--- src/pkg/udbc_pkg.sv ---
// Constants shared by the up/down decade or binary counter block.
// Assumes a 32-bit APB slave with byte addresses in paddr.
package udbc_pkg;

  localparam int CNT_W = 4;
  localparam int ADDR_W = 8;
  localparam int DATA_W = 32;

  localparam logic [3:0] DEC_MAX = 4'h9;
  localparam logic [3:0] BIN_MAX = 4'hf;
  localparam logic [3:0] CNT_ZERO = 4'h0;

  localparam logic [7:0] CTRL_OFS = 8'h00;
  localparam logic [7:0] STAT_OFS = 8'h04;
  localparam logic [7:0] MASK_OFS = 8'h08;
  localparam logic [7:0] CNT_OFS = 8'h0c;

  localparam int CTRL_DECADE_BIT = 0;
  localparam logic [31:0] CTRL_RST = 32'h0000_0001;

  localparam int EVT_W = 4;
  localparam int EVT_UPWRAP = 0;
  localparam int EVT_DNWRAP = 1;
  localparam int EVT_LOAD = 2;
  localparam int EVT_SCLR = 3;
  localparam logic [3:0] MASK_RST = 4'h0;

  localparam int CNT_LIMIT_BIT = 4;
  localparam int CNT_DIR_BIT = 5;
  localparam int CNT_OE_BIT = 6;

  typedef enum logic [1:0] {
    MODE_SCLR,
    MODE_LOAD,
    MODE_COUNT,
    MODE_HOLD
  } udbc_mode_t;

endpackage : udbc_pkg

--- src/core/udbc_counter.sv ---
// Four-bit up/down counter, decade or binary, with APB status view.
// Assumes all counter controls are driven by logic on clock;
// async_clear_n may arrive at any time.
`timescale 1ns/1ps

// Summary of operation
// - Decade mode wraps nine to zero, zero to nine
// - Binary mode wraps fifteen to zero and back
// - State changes only on rising clock edge, except async clear
// - Priority: async clear, sync clear, load, count, hold
// - Async clear forces zero at once
// - Sync clear loads zero at next edge
// - Preset enable loads preset value at edge
// - Count only when both enables low
// - Direction high counts up, low down
// - Terminal count low at limit with trickle low
// - Terminal count decoded combinationally from state
// - Carry low in clock-low phase at limit when enabled
// - Output enable low drives count outputs
// - Output enable high only drops the data enable; count outputs stay driven, counting continues
module udbc_counter (
  input  wire logic        clock,                    // Counter clock
  input  wire logic        rst,                      // Sync reset
  input  wire logic        psel,                     // APB select
  input  wire logic        penable,                  // APB enable
  input  wire logic        pwrite,                   // APB write
  input  wire logic [7:0]  paddr,                    // APB byte address
  input  wire logic [31:0] pwdata,                   // APB write data
  output logic      [31:0] prdata,                   // APB read data
  output logic             pready,                   // APB ready
  output logic             pslverr,                  // APB error
  input  wire logic        async_clear_n,            // Master clear
  input  wire logic        sync_clear_n,             // Clear at edge
  input  wire logic        preset_enable_n,          // Load preset
  input  wire logic        count_enable_parallel_n,  // Count enable
  input  wire logic        count_enable_trickle_n,   // Count enable
  input  wire logic        count_up,                 // 1 up, 0 down
  input  wire logic        output_enable_n,          // Drive outputs
  input  wire logic [3:0]  preset_value_in,          // Preset data
  output logic      [3:0]  count_value_out,          // Count data
  output logic             count_value_oe,           // Data enable
  output logic             terminal_count_n,         // Limit decode
  output logic             gated_carry_n,            // Clocked carry
  output logic             irq                       // Interrupt
);

  logic [3:0]  count_reg;
  logic [3:0]  count_next;
  logic [31:0] ctrl_reg;
  logic [31:0] ctrl_next;
  logic [3:0]  mask_reg;
  logic [3:0]  mask_next;
  logic [31:0] prdata_reg;
  logic [31:0] prdata_next;
  logic [3:0]  step_val;
  logic        at_limit;
  logic        decade;
  logic        count_en;
  logic        carry_cond;
  logic        addr_hit;
  logic        setup_rd;
  logic        acc_wr;
  logic        acc_rd;
  logic [3:0]  evt_set;
  logic [3:0]  evt_clr;
  logic [3:0]  status;
  udbc_pkg::udbc_mode_t mode;

  assign decade = ctrl_reg[udbc_pkg::CTRL_DECADE_BIT];

  udbc_step u_step (
    .state    (count_reg),
    .decade   (decade),
    .up       (count_up),
    .next_val (step_val),
    .at_limit (at_limit)
  );

  // Counter mode and next state

  always_comb begin
    count_en = !count_enable_parallel_n && !count_enable_trickle_n;
    if (!sync_clear_n) begin
      mode = udbc_pkg::MODE_SCLR;
    end else if (!preset_enable_n) begin
      mode = udbc_pkg::MODE_LOAD;
    end else if (count_en) begin
      mode = udbc_pkg::MODE_COUNT;
    end else begin
      mode = udbc_pkg::MODE_HOLD;
    end
    unique case (mode)
      udbc_pkg::MODE_SCLR:  count_next = udbc_pkg::CNT_ZERO;
      udbc_pkg::MODE_LOAD:  count_next = preset_value_in;
      udbc_pkg::MODE_COUNT: count_next = step_val;
      udbc_pkg::MODE_HOLD:  count_next = count_reg;
    endcase
    if (rst) begin
      count_next = udbc_pkg::CNT_ZERO;
    end
  end

  // Master clear acts without the clock; all else waits for the edge
  always_ff @(posedge clock or negedge async_clear_n) begin
    if (!async_clear_n) begin
      count_reg <= udbc_pkg::CNT_ZERO;
    end else begin
      count_reg <= count_next;
    end
  end

  // Pin side outputs

  always_comb begin
    // Decoded straight from state; it can glitch, so carry exists
    terminal_count_n = !(at_limit && !count_enable_trickle_n);
    carry_cond = sync_clear_n && preset_enable_n && count_en
                 && at_limit && async_clear_n;
    // Low only while the clock is low, so it is safe as a clock
    gated_carry_n = !(carry_cond && !clock);
    count_value_out = count_reg;
    count_value_oe = !output_enable_n;
  end

  // Events for the status register

  always_comb begin
    evt_set = '0;
    evt_set[udbc_pkg::EVT_UPWRAP] = (mode == udbc_pkg::MODE_COUNT)
                                    && at_limit && count_up;
    evt_set[udbc_pkg::EVT_DNWRAP] = (mode == udbc_pkg::MODE_COUNT)
                                    && at_limit && !count_up;
    evt_set[udbc_pkg::EVT_LOAD] = (mode == udbc_pkg::MODE_LOAD);
    evt_set[udbc_pkg::EVT_SCLR] = (mode == udbc_pkg::MODE_SCLR);
    if (!async_clear_n) begin
      evt_set = '0;
    end
  end

  udbc_sticky #(
    .W (udbc_pkg::EVT_W)
  ) u_status (
    .clock (clock),
    .rst   (rst),
    .set   (evt_set),
    .clr   (evt_clr),
    .q     (status)
  );

  // APB slave: read data is captured in the setup cycle

  always_comb begin
    setup_rd = psel && !penable && !pwrite;
    acc_wr = psel && penable && pwrite;
    acc_rd = psel && penable && !pwrite;
    pready = psel && penable;
    addr_hit = (paddr == udbc_pkg::CTRL_OFS)
               || (paddr == udbc_pkg::STAT_OFS)
               || (paddr == udbc_pkg::MASK_OFS)
               || (paddr == udbc_pkg::CNT_OFS);
    pslverr = pready && !addr_hit;
    prdata = prdata_reg;
    irq = |(status & mask_reg);
  end

  always_comb begin
    ctrl_next = ctrl_reg;
    mask_next = mask_reg;
    prdata_next = prdata_reg;
    evt_clr = '0;
    if (setup_rd) begin
      prdata_next = '0;
      unique case (paddr)
        udbc_pkg::CTRL_OFS: prdata_next = ctrl_reg;
        udbc_pkg::STAT_OFS: prdata_next[3:0] = status;
        udbc_pkg::MASK_OFS: prdata_next[3:0] = mask_reg;
        udbc_pkg::CNT_OFS: begin
          prdata_next[3:0] = count_reg;
          prdata_next[udbc_pkg::CNT_LIMIT_BIT] = !terminal_count_n;
          prdata_next[udbc_pkg::CNT_DIR_BIT] = count_up;
          prdata_next[udbc_pkg::CNT_OE_BIT] = count_value_oe;
        end
        default: prdata_next = '0;
      endcase
    end
    // Only bits that were seen are cleared, so later events survive
    if (acc_rd && paddr == udbc_pkg::STAT_OFS) begin
      evt_clr = prdata_reg[3:0];
    end
    if (acc_wr && paddr == udbc_pkg::CTRL_OFS) begin
      ctrl_next = {31'h0000_0000, pwdata[udbc_pkg::CTRL_DECADE_BIT]};
    end
    if (acc_wr && paddr == udbc_pkg::MASK_OFS) begin
      mask_next = pwdata[3:0];
    end
    if (rst) begin
      ctrl_next = udbc_pkg::CTRL_RST;
      mask_next = udbc_pkg::MASK_RST;
      prdata_next = '0;
    end
  end

  always_ff @(posedge clock) begin
    ctrl_reg <= ctrl_next;
    mask_reg <= mask_next;
    prdata_reg <= prdata_next;
  end

  // Checks

  a_decade_wrap: assert property (
    @(posedge clock) disable iff (rst || !async_clear_n)
    (decade && mode == udbc_pkg::MODE_COUNT && count_up
     && count_reg == 4'h9) |=> (count_reg == 4'h0 || !async_clear_n)
  ) else $error("decade count did not wrap nine to zero");

  a_binary_wrap: assert property (
    @(posedge clock) disable iff (rst || !async_clear_n)
    (!decade && mode == udbc_pkg::MODE_COUNT && !count_up
     && count_reg == 4'h0) |=> (count_reg == 4'hf)
  ) else $error("binary count did not wrap zero to fifteen");

  a_async_clear: assert property (
    @(posedge clock) disable iff (rst)
    !async_clear_n |-> (count_reg == 4'h0 && count_value_out == 4'h0)
  ) else $error("count not zero under master clear");

  a_sync_clear: assert property (
    @(posedge clock) disable iff (rst || !async_clear_n)
    (!sync_clear_n && !preset_enable_n) |=> (count_reg == 4'h0)
  ) else $error("sync clear did not override preset");

  a_preset_load: assert property (
    @(posedge clock) disable iff (rst || !async_clear_n)
    (sync_clear_n && !preset_enable_n)
    |=> (count_reg == $past(preset_value_in))
  ) else $error("preset value not loaded");

  a_hold_value: assert property (
    @(posedge clock) disable iff (rst || !async_clear_n)
    (sync_clear_n && preset_enable_n
     && (count_enable_parallel_n || count_enable_trickle_n))
    |=> $stable(count_reg)
  ) else $error("count changed while disabled");

  a_count_step: assert property (
    @(posedge clock) disable iff (rst || !async_clear_n)
    (!decade && mode == udbc_pkg::MODE_COUNT)
    |=> (count_reg == ($past(count_up) ? $past(count_reg) + 4'h1
                                        : $past(count_reg) - 4'h1))
  ) else $error("count stepped the wrong way");

  a_tc_decode: assert property (
    @(posedge clock) disable iff (rst)
    (!count_enable_trickle_n && count_up && decade
     && count_value_out == 4'h9) |-> !terminal_count_n
  ) else $error("terminal count missing at nine");

  a_tc_idle: assert property (
    @(posedge clock) disable iff (rst)
    count_enable_trickle_n |-> terminal_count_n
  ) else $error("terminal count low with trickle high");

  a_carry_low: assert property (
    @(posedge clock) disable iff (rst || !async_clear_n)
    (sync_clear_n && preset_enable_n && count_en && at_limit)
    |-> !gated_carry_n
  ) else $error("carry not low in clock low phase");

  // Sampled just before the falling edge, so the clock is still high
  a_carry_high: assert property (
    @(negedge clock) disable iff (rst)
    gated_carry_n
  ) else $error("carry low in clock high phase");

  a_out_enable: assert property (
    @(posedge clock) disable iff (rst)
    count_value_oe == !output_enable_n && count_value_out == count_reg
  ) else $error("output enable or data wrong");

  a_decade_recover: assert property (
    @(posedge clock) disable iff (rst || !async_clear_n)
    (decade && mode == udbc_pkg::MODE_COUNT && count_reg > 4'h9)
    |=> (count_reg <= 4'h9)
  ) else $error("decade count stuck out of range");

  a_irq_level: assert property (
    @(posedge clock) disable iff (rst)
    ($rose(status[0]) && mask_reg[0]) |-> irq
  ) else $error("interrupt not raised");

endmodule : udbc_counter

--- src/core/udbc_step.sv ---
// Next count value and limit decode for one counting step.
// Assumes a 4-bit state; pure combinational logic.
`timescale 1ns/1ps
module udbc_step (
  input  wire logic [3:0] state,     // Present count
  input  wire logic       decade,    // 1 selects modulo-10
  input  wire logic       up,        // 1 counts up
  output logic      [3:0] next_val,  // Value after one step
  output logic            at_limit   // Max when up, zero when down
);

  logic [3:0] top;

  always_comb begin
    top = decade ? udbc_pkg::DEC_MAX : udbc_pkg::BIN_MAX;
    at_limit = up ? (state == top) : (state == udbc_pkg::CNT_ZERO);
    next_val = state;
    if (up) begin
      // States above nine in decade mode fall back to zero
      if (state >= top) begin
        next_val = udbc_pkg::CNT_ZERO;
      end else begin
        next_val = state + 4'h1;
      end
    end else begin
      if (state == udbc_pkg::CNT_ZERO || state > top) begin
        next_val = top;
      end else begin
        next_val = state - 4'h1;
      end
    end
  end

endmodule : udbc_step

--- src/core/udbc_sticky.sv ---
// Sticky event bits; a set in the cycle of a clear wins.
// Assumes set pulses and clear masks on the same clock.
`timescale 1ns/1ps
module udbc_sticky #(
  parameter int W = 4
) (
  input  wire logic         clock,  // System clock
  input  wire logic         rst,    // Synchronous reset
  input  wire logic [W-1:0] set,    // Event pulses
  input  wire logic [W-1:0] clr,    // Bits to clear
  output logic      [W-1:0] q       // Sticky state
);

  logic [W-1:0] q_reg;
  logic [W-1:0] q_next;

  always_comb begin
    q_next = set | (q_reg & ~clr);
    if (rst) begin
      q_next = '0;
    end
  end

  always_ff @(posedge clock) begin
    q_reg <= q_next;
  end

  assign q = q_reg;

endmodule : udbc_sticky

--- config.mk ---
export PLATFORM = sky130hd
export DESIGN_NAME = udbc_counter
export DESIGN_NICKNAME = d
export VERILOG_FILES = /design/src/pkg/udbc_pkg.sv /design/src/core/udbc_counter.sv /design/src/core/udbc_step.sv /design/src/core/udbc_sticky.sv
export SDC_FILE = /design/constraint.sdc
export NUM_CORES = 1
export LEC_CHECK = 0
export ABC_AREA = 1
export BUFFER_PORTS_ARGS = -buffer_cell sky130_fd_sc_hd__buf_4
export CORE_AREA = 2 2 68 70
export CTS_BUF_LIST = sky130_fd_sc_hd__clkbuf_4
export DETAILED_ROUTE_END_ITERATION = 10
export DIE_AREA = 0 0 70 72
export PLACE_DENSITY = 0.77
export SETUP_SLACK_MARGIN = 0.1
export SYNTH_ARGS = -nofsm -noshare
export SYNTH_HDL_FRONTEND = slang
export SYNTH_HIERARCHICAL = 1
export SYNTH_SLANG_ARGS = --single-unit
--- constraint.sdc ---
create_clock -name clock -period 2.35 [get_ports clock]
set_clock_uncertainty 0.2 [all_clocks]
set_input_delay 0.47 -clock clock [delete_from_list [all_inputs] [get_ports clock]]
set_output_delay 0.47 -clock clock [all_outputs]
set_load 0.05 [all_outputs]
==> impl_metrics.json, run 1 <==
{
  "outcome": "finished with violations",
  "failed_checks": "setup timing",
  "cp-end-kind": "output port",
  "vdd_ir_drop_max_uv": 600.7,
  "antenna_cells": 0,
  "final-hold-violation-count": 0,
  "crit_type": "flip-flop to output port",
  "ys_seq_elements": 20,
  "clk_pin_slew_ps": 120,
  "finalSetupViolCount": 3,
  "layout_common_cells": "59 x buf_4, 52 x nand2_1, 47 x inv_1",
  "async_flop_share_pct": 20.00,
  "cp-start-kind": "flip-flop",
  "layout.nets": 392,
  "drcViolationCount": 0,
  "hpwlAfterDp_um": 3207,
  "syn2layout_area_growth_pct": 36.23,
  "grt_setup_unrepaired": "yes",
  "path_cells": "ha_4, nand2_2, inv_2, nand2_4, inv_2, nand2_2, o21ai_4, nand2_2, nor2_4, inv_2, or2_4, buf_8",
  "dieWidth_um": 70,
  "drv_slew": 0,
  "drt_iter0_drc": 100,
  "synth_ff_type": "dfxtp_1",
  "grt_max_degree": 13,
  "period_share_pct": 120.9,
  "ant_nets": 0,
  "synth-seq-area-share_pct": 25.15,
  "core_area_um2": 4264,
  "synth_cell_types": 29,
  "placed_area_um2": 2052,
  "grtUsageTotal_pct": 17.68,
  "syn_area_um2": 1672,
  "avgViaCountPerCell": 4.666,
  "cpMaxStageDelayCell": "dfrtp_4",
  "start_util_pct": 39.20,
  "syn_inst": 264,
  "clock_latency_ps": 440,
  "grt_pass1_vias": 1664,
  "dp_slack_ps": -43.00,
  "fill_cells": 406,
  "cap_violations": 0,
  "synth.avg_cell_area_um2": 6.332,
  "port-buffer-count": 44,
  "dieArea_um2": 5040,
  "vias": 1787,
  "fmax_mhz": 352.0,
  "gr-total-overflow": 0,
  "yosysWarnings": 6,
  "layout_commonest_cell": "buf_4",
  "power.density_nw_per_um2": 450.4,
  "largest_reg_flops": 7,
  "critical_path_peak_fanout": 2,
  "leakage_nw": 1.168,
  "hold_class": "input pin to flip-flop",
  "wirelength_um": 4205,
  "layout-drive-gt1-share_pct": 31.72,
  "wl_per_cell_um": 10.98,
  "die_y_um": 72,
  "finalInstanceArea_um2": 2277,
  "worst_slack_ps": -491.3,
  "tns_ps": -796.3,
  "antenna_found_initial": 0,
  "tritoncts": "built",
  "finalCriticalPeriod_ps": 2841,
  "drt_pass1_iterations": 4,
  "worstPathRequired_ps": 1680,
  "grt_pass1_wl_um": 7051,
  "arrival_ps": 2170,
  "rows": 24,
  "cp_slowest_stage_delay_ps": 510,
  "ios": 98,
  "gp_congestion": 0.8342,
  "synth_edf_count": 0
}
[metal layers]
layer	global-route usage (%)	vias up	wire, um
met3	4.722	10	253
met5	0	-	0
met1	19.61	798	1696
met2	31.22	68	2155
li1	-	911	-
met4	9.188	0	99
[report_power, final]
group	switching, mW	total [mW]	internal, mW	leakage (nW)
sequential	0.00639	0.354	0.348	0.179
combinational	0.216	0.311	0.0947	0.939
clock	0.132	0.361	0.229	0.0503
[final timing paths]
path | startpoint | end | slack [ps] | depth (start not counted)
worst max-delay path | count_value_out[2] | gated_carry_n | -490 | 12
worst min-delay path | rst | u_status/q[3] | 50 | 2
worst max register to register | count_value_out[2] | count_value_out[2] | 100 | 17
worst min register to register | prdata[0] | prdata[0] | 290 | 2
max in group asynchronous | async_clear_n | count_value_out[2] | 1540 | 2
min in group asynchronous | async_clear_n | count_value_out[2] | 220 | 2
[repair_timing]
| item | CTS | global route |
|---|---|---|
| pin swaps | 4 | 7 |
| hold endpoints to repair | 4 | 0 |
| hold buffers | 1 | 0 |
| gates resized for setup | 7 | 16 |
| buffers inserted | 11 | 5 |
| setup endpoints to repair | 3 | 9 |
[worst max-delay path: cells and delay by family (launching register included)]
kind / cells / cell delay [ps]
buffers and inverters: 4 / 320
AOI/OAI and AO/OA: 1 / 70
DFF: 1 / 510
and+or+nand+nor: 6 / 550
adders and majority gates: 1 / 280
[cell type report]
class                   instances  area (um^2)  share of cell area [%]
well taps                      52        65.06                   2.857
repair buffers                 64        501.7                   22.03
clock buffers                   6        58.81                   2.582
inverters                      52        197.7                   8.681
clock inverters                 1        30.03                   1.319
flip-flops and latches         20        427.9                   18.79
multi-input cells             188        996.0                   43.74
[cells by family after synthesis]
logic type,after synthesis,synth area share [%]
AO/OA/AOI/OAI,37,11.30
adder cells (fa/ha/maj),4,2.994
XOR/XNOR,1,0.5240
flip-flops,20,25.15
other,1,0.2243
buffers and inverters,80,25.52
AND/OR/NAND/NOR,121,34.28
[metrics by stage]
| step | util, % | std cells | power, mW | hold slack (ps) |
|---|---|---|---|---|
| floorplan | - | 288 | 0.6024 | -25.59 |
| detailed placement | 48.12 | 368 | 0.6533 | 78.84 |
| CTS | 52.44 | 386 | 1.022 | 38.82 |
| global route | 53.40 | 383 | 1.079 | 23.30 |
| global placement | 48.12 | 368 | 0.6489 | 77.13 |
| finish | 53.40 | 383 | 1.026 | 49.82 |
[cells in the mapped netlist, types with 2 or more instances]
master   instances  area share (%)
inv_1           48              11
nand3_1         26             7.8
buf_4           25              11
nand4_1          3             1.1
ha_1             4             3.0
nor2_2           2            0.75
dfrtp_1          4             6.0
o21ai_1          5             1.5
nor2_1          20             4.5
a21oi_1         17             5.1
dfxtp_1         16              19
inv_2            3            0.67
o21ai_0         14             4.2
nand2_4          3             2.0
nand2_1         56              13
nand2_2          5             1.9
Note: power is estimated with default switching activity, not from simulation.
==> run 2: changes to the inputs <==
--- a/config.mk
+++ b/config.mk
@@ -7,11 +7,11 @@
 export LEC_CHECK = 0
 export ABC_AREA = 1
 export BUFFER_PORTS_ARGS = -buffer_cell sky130_fd_sc_hd__buf_4
-export CORE_AREA = 2 2 68 70
+export CORE_AREA = 2 2 65 73
 export CTS_BUF_LIST = sky130_fd_sc_hd__clkbuf_4
 export DETAILED_ROUTE_END_ITERATION = 10
-export DIE_AREA = 0 0 70 72
-export PLACE_DENSITY = 0.77
+export DIE_AREA = 0 0 67 75
+export PLACE_DENSITY_LB_ADDON = 0.25
 export SETUP_SLACK_MARGIN = 0.1
 export SYNTH_ARGS = -nofsm -noshare
 export SYNTH_HDL_FRONTEND = slang
==> impl_metrics.json, run 2 (synthesized netlist as in run 1, its figures left out) <==
{
  "gp_congestion": 0.8387,
  "vdd_ir_drop_max_uv": 238.3,
  "worstPathRequired_ps": 1680,
  "seqPwrFrac_pct": 39.6,
  "hold_end": "mask_reg[2]",
  "intPower_mw": 0.5583,
  "drt_iter0_drc": 56,
  "finalSetupViolCount": 3,
  "hpwlAfterDp_um": 3180,
  "start_util_pct": 39.29,
  "cap_violations": 0,
  "layout_common_cells": "59 x buf_4, 53 x nand2_1, 48 x inv_1",
  "fill_cells": 449,
  "tns_ps": -753.7,
  "cp-end-kind": "output port",
  "layout-drive-gt1-share_pct": 30.70,
  "drcViolationCount": 0,
  "drv_slew": 0,
  "r2r_start": "count_value_out[2]",
  "failed_checks": "setup timing",
  "dieArea_um2": 5025,
  "wl_per_cell_um": 10.70,
  "grt_pass1_vias": 1552,
  "grt_pass1_wl_um": 6748,
  "die_y_um": 75,
  "core_area_um2": 4254,
  "min_from": "pwdata[2]",
  "p_clk_share_pct": 26.1,
  "ant_nets": 0,
  "crit_type": "flip-flop to output port",
  "arrival_ps": 2160,
  "worst_slack_ps": -478.1,
  "largest_reg_flops": 7,
  "combPwrFrac_pct": 34.3,
  "dieWidth_um": 67,
  "power.density_nw_per_um2": 402.2,
  "total_power_mw": 0.8957,
  "swShare_pct": 37.67,
  "ios": 98,
  "rows": 25,
  "hold_class": "input pin to flip-flop",
  "layout.nets": 390,
  "avgViaCountPerCell": 4.444,
  "grt_setup_unrepaired": "yes",
  "outcome": "finished with violations",
  "wirelength_um": 4098,
  "fmax_mhz": 353.6,
  "finalCriticalPeriod_ps": 2828,
  "drt_pass1_iterations": 4,
  "gr-total-overflow": 0,
  "clock_latency_ps": 410,
  "port-buffer-count": 44,
  "hold_slack_ps": 89.96,
  "critical_path_peak_fanout": 2,
  "layout_commonest_cell": "buf_4",
  "final-hold-violation-count": 0,
  "finalInstanceArea_um2": 2227,
  "r2r-end": "count_value_out[2]",
  "reg2reg_slack_ps": 230,
  "hold_depth": 3,
  "clk_pin_slew_ps": 110,
  "tritoncts": "built",
  "syn2layout_area_growth_pct": 33.23,
  "vias": 1702,
  "placed_area_um2": 2062,
  "antenna_cells": 0,
  "reg2regPathDepth": 15,
  "p_switching_mw": 0.3375,
  "grt_max_degree": 13,
  "period_share_pct": 120.3,
  "grtUsageTotal_pct": 17.51,
  "leakage_nw": 1.141,
  "antenna_found_initial": 0,
  "cp-start-kind": "flip-flop"
}
-- run 2: how the worst max path moves through the flow --
stage,depth (start not counted),endpoint,start,slack [ps]
after floorplan,11,gated_carry_n,count_value_out[2],-70
after global placement,12,gated_carry_n,count_value_out[2],-20
after detailed placement,12,gated_carry_n,count_value_out[2],-30
after CTS,12,gated_carry_n,count_value_out[2],-470
after global routing,12,gated_carry_n,count_value_out[2],-590
final,12,gated_carry_n,count_value_out[2],-480
-- run 2: power by group through the flow --
stage	sequential [mW]	combinational [mW]	clock, mW
2_1_floorplan	0.382	0.219	0.00175
3_3_place_gp	0.362	0.288	0.00210
3_5_place_dp	0.362	0.289	0.00210
4_1_cts	0.355	0.300	0.240
5_1_grt	0.356	0.332	0.259
6_report	0.355	0.307	0.234
-- run 2: metal layers --
| metal | wire, um | global-route usage, % | vias up |
|---|---|---|---|
| li1 | - | - | 902 |
| met1 | 1748 | 20.96 | 731 |
| met2 | 2019 | 31.13 | 63 |
| met3 | 289 | 4.185 | 6 |
| met4 | 40 | 4.989 | 0 |
| met5 | 0 | 0 | - |
-- run 2: through the flow --
stage               utilization, %  std cells  setup slack (ps)
floorplan                        -        288            -65.59
global placement             48.47        371            -23.11
detailed placement           48.47        371            -34.70
CTS                          52.03        389            -465.8
global route                 52.35        383            -593.0
finish                       52.35        383            -478.1
-- run 2: final cells by class --
type | instances | area [um^2] | share of cell area, %
well taps | 54 | 67.56 | 3.034
repair buffers | 62 | 479.2 | 21.52
multi-input cells | 188 | 994.7 | 44.66
inverters | 52 | 197.7 | 8.876
clock buffers | 7 | 60.06 | 2.697
flip-flops and latches | 20 | 427.9 | 19.21
-- run 2: worst max-delay path: stages, from the launching register on --
cell and delay, ps:
dfrtp_4 510, ha_4 280, nand2_2 50, inv_2 70, nand2_4 40, inv_2 50, nand2_2 50, o21ai_4 70
nand2_1 80, nor2_1 90, inv_1 70, or2_4 240, buf_8 150
-- run 2: timing repair --
action,4_1_cts,5_1_grt
resized for setup,4,13
buffers inserted,11,3
pin swaps,4,5
hold endpoints to repair,4,0
setup endpoints to repair,3,8
hold buffers,1,0
